## config.mk

```make
export PLATFORM = sky130hd
export DESIGN_NAME = bms_mult_step
export DESIGN_NICKNAME = d
export VERILOG_FILES = /design/src/bms_pkg.sv /design/src/bms_bcd_adder.sv /design/src/bms_mult_step.sv
export SDC_FILE = /design/constraint.sdc
export NUM_CORES = 1
export LEC_CHECK = 0
export ABC_CLOCK_PERIOD_IN_PS = 26800
export BUFFER_PORTS_ARGS = -buffer_cell sky130_fd_sc_hd__clkbuf_2
export CORE_MARGIN = 10
export CORE_UTILIZATION = 54
export CTS_CLUSTER_SIZE = 25
export DETAILED_ROUTE_END_ITERATION = 6
export PLACE_DENSITY = 0.87
export SLEW_MARGIN = 10
export SYNTH_ARGS = -nofsm -noshare
export SYNTH_HDL_FRONTEND = slang
export SYNTH_HIERARCHICAL = 1
export SYNTH_SLANG_ARGS = --single-unit
```

## constraint.sdc

```tcl
create_clock -name i_sys_clk -period 26.8 [get_ports i_sys_clk]
set_clock_uncertainty 0.05 [all_clocks]
set_input_delay 0 -clock i_sys_clk [delete_from_list [all_inputs] [get_ports i_sys_clk]]
set_output_delay 0 -clock i_sys_clk [all_outputs]
set_load 0.02 [all_outputs]
```

## src/bms_pkg.sv

```systemverilog
// bms_pkg: constants and types for the bcd mantissa multiply-step datapath
// assumes one 250 MHz clock and firmware that issues one operation at a time
package bms_pkg;
	// ----------------------------------------------------------------
	// mantissa geometry
	// ----------------------------------------------------------------
	localparam int DIGITS = 12; // mantissa width in bcd digits
	localparam int DIG_W = 4; // bits per bcd digit
	localparam int MANT_W = DIGITS * DIG_W; // 48-bit mantissa
	localparam int CNT_W = 16; // count register width
	localparam int CNT_LO = 0; // count digit field, low bit
	localparam int CNT_HI = 3; // count digit field, high bit
	localparam int SBR_SHIFT = 4; // firmware count shift between steps
	localparam logic [3:0] DIGIT_ZERO = 4'h0; // bcd zero digit
	localparam logic [3:0] DIGIT_NINE = 4'h9; // largest legal bcd digit
	localparam logic [3:0] DIGIT_ONE = 4'h1; // decimal carry digit
	localparam logic [3:0] BCD_FIX = 4'h6; // decimal correction addend
	localparam logic [MANT_W-1:0] MANT_ZERO = 48'h0; // cleared mantissa
	localparam logic [CNT_W-1:0] CNT_ZERO = 16'h0; // cleared count
	// operation codes issued by firmware
	typedef enum logic [1:0] {
		BMS_OP_NONE,
		BMS_OP_MULTIPLY_STEP,
		BMS_OP_SHIFT_OPERAND_ONE,
		BMS_OP_SHIFT_ACCUMULATOR
	} bms_op_type;
endpackage : bms_pkg

```

## src/bms_bcd_adder.sv

```systemverilog
// bms_bcd_adder: combinational 12-digit decimal adder with carry in and out
// assumes both operands hold legal bcd digits
`timescale 1ns/1ns
module bms_bcd_adder (
	input wire logic [bms_pkg::MANT_W-1:0] i_a,
	input wire logic [bms_pkg::MANT_W-1:0] i_b,
	input wire logic i_carry,
	output logic [bms_pkg::MANT_W-1:0] o_sum,
	output logic o_carry
);
	// ----------------------------------------------------------------
	// one-digit decimal add with correction
	// ----------------------------------------------------------------
	function automatic logic [4:0] bcd_digit_add(input logic [3:0] a, input logic [3:0] b, input logic c);
		logic [4:0] raw;
		raw = {1'b0, a} + {1'b0, b} + {4'h0, c};
		// correct past nine so the carry moves in base ten
		if (raw > {1'b0, bms_pkg::DIGIT_NINE}) begin
			raw = raw + {1'b0, bms_pkg::BCD_FIX};
			bcd_digit_add = {1'b1, raw[3:0]};
		end else begin
			bcd_digit_add = raw;
		end
	endfunction : bcd_digit_add

	// ripple chain over all digits, low digit first
	always_comb begin
		logic c;
		logic [4:0] d;
		c = i_carry;
		d = 5'h0;
		o_sum = bms_pkg::MANT_ZERO;
		for (int k = 0; k < bms_pkg::DIGITS; k++) begin
			d = bcd_digit_add(i_a[k*bms_pkg::DIG_W +: bms_pkg::DIG_W], i_b[k*bms_pkg::DIG_W +: bms_pkg::DIG_W], c);
			o_sum[k*bms_pkg::DIG_W +: bms_pkg::DIG_W] = d[3:0];
			c = d[4];
		end
		o_carry = c;
	end
endmodule : bms_bcd_adder

```

## src/bms_mult_step.sv

```systemverilog
// bms_mult_step: decimal mantissa datapath for multiply step and right shifts
// assumes firmware loads registers, pulses one op, and waits for o_busy low
`timescale 1ns/1ns
module bms_mult_step (
	input wire logic i_sys_clk,
	input wire logic i_rst_n,
	input wire logic i_op_valid, // one-cycle op request
	input wire bms_pkg::bms_op_type i_op, // operation to run
	input wire logic i_load_multiplicand, // load multiplicand_reg
	input wire logic [bms_pkg::MANT_W-1:0] i_multiplicand,
	input wire logic i_load_accumulator, // load accumulator_reg
	input wire logic [bms_pkg::MANT_W-1:0] i_accumulator,
	input wire logic i_load_count, // load count register
	input wire logic [bms_pkg::CNT_W-1:0] i_count,
	input wire logic i_count_shift_right, // firmware count shift by four
	input wire logic i_load_hold, // load digit-holding register
	input wire logic [bms_pkg::CNT_W-1:0] i_hold,
	output logic o_busy, // op in progress
	output logic o_done, // one-cycle pulse at op end
	output logic [bms_pkg::MANT_W-1:0] o_multiplicand_reg,
	output logic [bms_pkg::MANT_W-1:0] o_accumulator_reg,
	output logic [bms_pkg::CNT_W-1:0] o_count,
	output logic [bms_pkg::CNT_W-1:0] o_hold
);
	// ----------------------------------------------------------------
	// state and registers
	// ----------------------------------------------------------------
	typedef enum logic [1:0] {
		BMS_IDLE,
		BMS_MUL,
		BMS_SHIFT
	} bms_state_type;

	bms_state_type state_ff, nxt_state; // sequencer state
	logic [bms_pkg::MANT_W-1:0] mcand_ff, nxt_mcand; // multiplicand_reg
	logic [bms_pkg::MANT_W-1:0] acc_ff, nxt_acc; // accumulator_reg
	logic [bms_pkg::CNT_W-1:0] cnt_ff, nxt_cnt; // count register
	logic [bms_pkg::CNT_W-1:0] hold_ff, nxt_hold; // digit-holding register
	logic [bms_pkg::CNT_W-1:0] left_ff, nxt_left; // iterations remaining
	logic target_acc_ff, nxt_target_acc; // shift targets accumulator
	logic first_ff, nxt_first; // first digit shift of the op
	logic done_ff, nxt_done; // completion pulse
	logic busy_ff, nxt_busy; // op in progress, registered so the output is a flop
	logic [bms_pkg::MANT_W-1:0] sum; // adder result
	logic sum_carry; // adder carry out

	// decimal adder; carry in is unused for the multiply step
	bms_bcd_adder u_adder (
		.i_a(acc_ff),
		.i_b(mcand_ff),
		.i_carry(1'b0),
		.o_sum(sum),
		.o_carry(sum_carry)
	);

	// ----------------------------------------------------------------
	// helpers
	// ----------------------------------------------------------------
	// one-digit right shift of a mantissa, given digit enters at the top
	function automatic logic [bms_pkg::MANT_W-1:0] shr_digit(input logic [bms_pkg::MANT_W-1:0] m,
			input logic [3:0] d);
		shr_digit = {d, m[bms_pkg::MANT_W-1:bms_pkg::DIG_W]};
	endfunction : shr_digit

	// increment the low digit of the holding register, decimal
	function automatic logic [3:0] digit_inc(input logic [3:0] d);
		digit_inc = (d == bms_pkg::DIGIT_NINE) ? bms_pkg::DIGIT_ZERO : d + bms_pkg::DIGIT_ONE;
	endfunction : digit_inc

	// repeat count digit: for a multiply step only the low nibble of the count register matters; shifts use the whole count
	function automatic logic [3:0] count_digit(input logic [bms_pkg::CNT_W-1:0] c);
		count_digit = c[bms_pkg::CNT_HI:bms_pkg::CNT_LO];
	endfunction : count_digit

	// ----------------------------------------------------------------
	// next-state logic
	// ----------------------------------------------------------------
	always_comb begin
		nxt_state = state_ff;
		nxt_mcand = mcand_ff;
		nxt_acc = acc_ff;
		nxt_cnt = cnt_ff;
		nxt_hold = hold_ff;
		nxt_left = left_ff;
		nxt_target_acc = target_acc_ff;
		nxt_first = first_ff;
		nxt_done = 1'b0;
		unique case (state_ff)
			BMS_IDLE: begin
				// firmware loads only while idle, so no op sees a torn operand
				if (i_load_multiplicand) begin
					nxt_mcand = i_multiplicand;
				end
				if (i_load_accumulator) begin
					nxt_acc = i_accumulator;
				end
				if (i_load_count) begin
					nxt_cnt = i_count;
				end else if (i_count_shift_right) begin
					nxt_cnt = cnt_ff >> bms_pkg::SBR_SHIFT;
				end
				if (i_load_hold) begin
					nxt_hold = i_hold;
				end
				if (i_op_valid) begin
					unique case (i_op)
						bms_pkg::BMS_OP_MULTIPLY_STEP: begin
							// accumulator kept as is: products build up in place
							nxt_left = {12'h000, count_digit(cnt_ff)};
							// carry digit starts at zero; zero count ends here
							nxt_hold = {hold_ff[bms_pkg::CNT_W-1:bms_pkg::DIG_W], bms_pkg::DIGIT_ZERO};
							if (count_digit(cnt_ff) == bms_pkg::DIGIT_ZERO) begin
								nxt_done = 1'b1;
							end else begin
								nxt_state = BMS_MUL;
							end
						end
						bms_pkg::BMS_OP_SHIFT_OPERAND_ONE, bms_pkg::BMS_OP_SHIFT_ACCUMULATOR: begin
							nxt_left = cnt_ff;
							nxt_target_acc = (i_op == bms_pkg::BMS_OP_SHIFT_ACCUMULATOR);
							nxt_first = 1'b1;
							if (cnt_ff == bms_pkg::CNT_ZERO) begin
								nxt_done = 1'b1;
							end else begin
								nxt_state = BMS_SHIFT;
							end
						end
						bms_pkg::BMS_OP_NONE: begin
							nxt_state = BMS_IDLE;
						end
					endcase
				end
			end
			BMS_MUL: begin
				// one decimal add per cycle; overflow kept at twelve digits
				nxt_acc = sum;
				if (sum_carry) begin
					// carry counts up in the holding digit, wrapping from nine to zero
					nxt_hold = {hold_ff[bms_pkg::CNT_W-1:bms_pkg::DIG_W],
						digit_inc(hold_ff[bms_pkg::DIG_W-1:0])};
				end
				nxt_left = left_ff - 16'h0001;
				if (left_ff == 16'h0001) begin
					nxt_state = BMS_IDLE;
					nxt_done = 1'b1;
				end
			end
			BMS_SHIFT: begin
				// held digit enters only on the first shift, zero after
				if (target_acc_ff) begin
					nxt_acc = shr_digit(acc_ff,
						first_ff ? hold_ff[bms_pkg::DIG_W-1:0] : bms_pkg::DIGIT_ZERO);
					// digit falling off the bottom is kept for rounding
					nxt_hold = {hold_ff[bms_pkg::CNT_W-1:bms_pkg::DIG_W],
						acc_ff[bms_pkg::DIG_W-1:0]};
				end else begin
					nxt_mcand = shr_digit(mcand_ff,
						first_ff ? hold_ff[bms_pkg::DIG_W-1:0] : bms_pkg::DIGIT_ZERO);
				end
				nxt_first = 1'b0;
				nxt_left = left_ff - 16'h0001;
				if (left_ff == 16'h0001) begin
					nxt_state = BMS_IDLE;
					nxt_done = 1'b1;
				end
			end
			default: begin
				nxt_state = BMS_IDLE;
			end
		endcase
		// busy follows the next state, so it rises and falls with the state flop
		// a decoded busy would glitch on state changes; the extra flop avoids that
		nxt_busy = (nxt_state != BMS_IDLE);
	end

	// ----------------------------------------------------------------
	// registers
	// ----------------------------------------------------------------
	always_ff @(posedge i_sys_clk) begin
		if (!i_rst_n) begin
			state_ff <= BMS_IDLE;
			mcand_ff <= bms_pkg::MANT_ZERO;
			acc_ff <= bms_pkg::MANT_ZERO;
			cnt_ff <= bms_pkg::CNT_ZERO;
			hold_ff <= bms_pkg::CNT_ZERO;
			left_ff <= bms_pkg::CNT_ZERO;
			target_acc_ff <= 1'b0;
			first_ff <= 1'b0;
			done_ff <= 1'b0;
			busy_ff <= 1'b0;
		end else begin
			state_ff <= nxt_state;
			mcand_ff <= nxt_mcand;
			acc_ff <= nxt_acc;
			cnt_ff <= nxt_cnt;
			hold_ff <= nxt_hold;
			left_ff <= nxt_left;
			target_acc_ff <= nxt_target_acc;
			first_ff <= nxt_first;
			done_ff <= nxt_done;
			busy_ff <= nxt_busy;
		end
	end

	// outputs straight from flip-flops
	// busy and done both come from their own flops, never from decode
	assign o_busy = busy_ff;
	assign o_done = done_ff;
	assign o_multiplicand_reg = mcand_ff;
	assign o_accumulator_reg = acc_ff;
	assign o_count = cnt_ff;
	assign o_hold = hold_ff;
endmodule : bms_mult_step

```

==> results list <==
- Result of the run: finished, violations left
- The final reports fail on design-rule violations.
- Number of standard-cell rows in the floorplan: 50
- Total length of routed wires: 38,700 µm
- Hold path startpoint: i_accumulator[39]
- Chip Width: 159 µm
- Max clock buf depth: 2
- Number of antenna violations at the first check in global routing: 2
- Standby leakage power: 6.76 nW
- VDD IR max: 0.0504 mV
- Post-CTS setup repair buffer count: 0
* Die Span Y: 159 µm
* Post-Synthesis Cell Area: 10,400 µm²
* Top-Level Pins: 268
- H-tree depth: 4
- Among all flip-flop cells after synthesis, the most frequent one is dfxtp_1.
- Number of buffers added on ports: 267
- Number of nets at the end of the flow: 1,836
- Peak fanout along the critical path: 8
- Total power per unit cell area: 72.2 nW/µm²
- The number of endpoints with negative hold slack in the final report is 0.
* Area growth, synth to finish: 34.4%
* Number of vias per cell after detailed routing: 6.17
- The number of pins exceeding their max-slew limit in the final report was 0.
- Counting distinct cell types in the post-synthesis netlist gives 60.
- In this run the worst hold path is classified as in2reg.
* Post-Place Cells: 1,697
* Gate power share: 45.9%
* Final setup violation count: 0
- Clock input transition at the sequential cells of the worst setup and hold paths: 0.06 ns
- Vias in the first global route: 11,700
* Worst setup EP type: flop
* Initial DRC count: 1,041
* Number of sinks handled by clock tree synthesis: 150
- The slowest stage of the critical path belongs to the cell nor3_1.
- Final critical path time including I/O delays and setup: 22.94 ns
- Pin count of the biggest net entering global routing: 97
- Post-synthesis net count: 1,474
- The first global-routing pass estimated 61,900 µm of wire.
* Max-Slew Margin vs Limit: 27.4%
- In the final layout, the multi-input gates occupy 6880 µm².
- Synthesis warning total: 6
- At the end of routability-driven placement, the weighted congestion stood at 0.942.
- Seq. cell area: 3000 µm²
- Each instance of the synthesized netlist takes up on average 8.35 µm².
- Mapped Cells: 1,245
- Critical path startpoint category: flop
- EDFF count, synth: 0
* Cell mode on critical path: fa_1
- Fill cell total of the finished layout: 1,251
* 1st-pass router iterations: 7
- The final critical path takes up 85.6% of the cycle.
- Summing internal, switching and leakage power gives 1.01 mW.
* Proportion of layout cells with a drive suffix above 1: 19.8%
* Number of buffers created by CTS: 17
- Area of all placed cells without fillers: 14,000 µm²
- The finished layout holds 1,882 standard cells, fillers aside.
- Max_cap viols: 0
- Data on the critical path arrives at its endpoint at 23.19 ns.
* Number of synthesized register bits: 150
- CP bufs+invs: 20
- The clock network burns 25.5% of the power.
- Clock latency at the later pin of the worst-skew pair: 0.42 ns
* DRC violation count after routing: 1
- The analysis attributes to net switching a power of 0.403 mW.
* Buffer type at the clock tree root: clkbuf_16
- The share of total power dissipated in sequential elements is 28.7%.
- Setup repair after global routing left no endpoint under its margin.
- Instance area after placement: 11,800 µm²
* Setup slack, reg-to-reg: 3.86 ns
- The count of nets left with antenna violations once routing finished came out at 0.
- Cell internal power was estimated by the tool at 0.605 mW.
* Fraction of power spent switching nets: 40.0%
- For the worst setup path, the data required time is 27.05 ns.
- Clock tree from TritonCTS: done
- After detailed routing, the average wire length per cell comes to 20.5 µm.
* Core outline area: 18,800 µm²
- On the worst path, the slowest cell contributes a delay of 0.48 ns.
* Final hold slack: 0.00630 ns
- Global routing finished with a remaining overflow of 0.
- For this run, the share of the core covered by cells in the final layout is 74.2%.
- Asr flop ratio synth: 0%
* Worst path top cell family by delay: adder cells
- HPWL after DPL: 24,200 µm
* Category of the most critical setup path: reg2reg
- Sequential fraction of the synthesis area: 28.9%
- For the pin with the worst max-slew slack, the measured transition is 1.09 ns.
* DP Worst Slack: 4.33 ns
* RR Startpoint: o_accumulator_reg[0]
- Across every metal layer, demand over resource in global routing totals 29.2%.
- Tracing the worst setup path back leads to its startpoint at o_accumulator_reg[0].
- Total Die Area: 25,200 µm²
- Adding up every negative setup slack in the final design gives 0 ns.
- Starting Density: 55.2%
- Post-route worst setup slack: 3.86 ns
* Number of vias after detailed routing: 11,600
- Highest attainable clock frequency: 0.0436 GHz
[layer usage]
metal	part of all wire (%)	GRT usage [%]	wire length, µm
met4	5.1	16.5	1960
met2	49	49.6	18900
met3	8.3	6.04	3210
met1	38	33.4	14600
met5	0	0	0
[cells in the mapped netlist, types with 25 or more instances]
cell | number | area share, %
nor2b_1 | 62 | 3.7
nor3_1 | 50 | 2.4
inv_1 | 65 | 2.3
o21ai_0 | 28 | 1.3
ha_1 | 67 | 8.1
o211a_1 | 46 | 4.4
xnor2_1 | 25 | 2.1
dfxtp_1 | 150 | 29
nand2_1 | 98 | 3.5
clkbuf_1 | 62 | 2.2
a21boi_0 | 26 | 1.9
a221oi_1 | 45 | 3.8
a21oi_1 | 114 | 5.5
mux2i_1 | 72 | 6.9
nor2_1 | 98 | 3.5
[power by group through the flow]
stage	Combinational [mW]	Sequential, mW	Clock [mW]
after global routing	0.503	0.292	0.268
after floorplan	0.290	0.307	0
final	0.463	0.289	0.257
after detailed placement	0.417	0.291	0
after CTS	0.443	0.286	0.257
after global placement	0.398	0.290	0
[kinds of logic (layout without fill, tap and decap cells)]
family / after synthesis / in the layout / share of synthesized area [%]
xor gates and xnor gates: 26 / 26 / 2.19
buffers and inverters: 145 / 520 / 5.31
DFF: 150 / 150 / 28.9
other: 1 / 3 / 0.0361
and+or+nand+nor: 386 / 386 / 18.4
adders and majority gates: 91 / 91 / 12.7
muxes: 72 / 72 / 6.93
AOI/OAI and AO/OA: 374 / 374 / 25.5
[worst min-delay path, cell delays in order]
cell and delay (ns):
clkbuf_2 0.08, nor2_1 0.08, nor3_1 0.07, a21oi_1 0.13, nor2b_1 0.06
[timing repair]
action / 4_1_cts / 5_1_grt
hold buffers: 151 / 0
gates resized for setup: 0 / 0
endpoints found under the hold margin: 124 / 0
[layout make-up]
class / instances / area share (%)
timing repair buffer: 422 / 20.6
multi-input combinational: 950 / 49.3
clock buffer: 22 / 3.47
clock inverter: 10 / 1.03
sequential: 150 / 21.5
tap: 260 / 2.33
antenna: 2 / 0.0358
inverter: 66 / 1.77
[final timing paths]
check                          end  cells past startpoint
max                      o_hold[1]                     98
min          o_accumulator_reg[39]                      5
max reg2reg              o_hold[1]                     98
min reg2reg             o_hold[12]                      2
[layout by cell type (no fill, tap or decap), types with 3 or more instances in the layout]
master	Yosys	layout
dlygate4sd3_1	0	151
dfxtp_1	150	150
clkinvlp_4	0	3
a211oi_1	20	20
nor2b_1	62	62
nand3b_1	12	12
nor3_1	50	50
buf_4	0	5
and3_1	8	8
nor4_1	7	7
o211a_1	46	46
o22ai_1	14	14
clkbuf_2	0	266
or2_2	3	3
fa_1	24	24
a31oi_1	13	13
xnor2_1	25	25
and3b_1	11	11
mux2i_1	72	72
ha_1	67	64
a21boi_0	26	26
a21oi_1	114	113
o21a_1	6	6
clkbuf_8	0	4
a32oi_1	5	5
o21ai_0	28	28
nor2_1	98	98
nand2b_1	11	11
a21o_1	15	15
bufinv_16	0	3
nand2_1	98	98
inv_1	65	65
a221oi_1	45	45
or4_1	3	3
clkbuf_16	0	17
a22o_1	11	11
nand3_1	12	12
o31a_1	10	10
a22oi_1	4	4
Power figures use the tool's default switching activity.
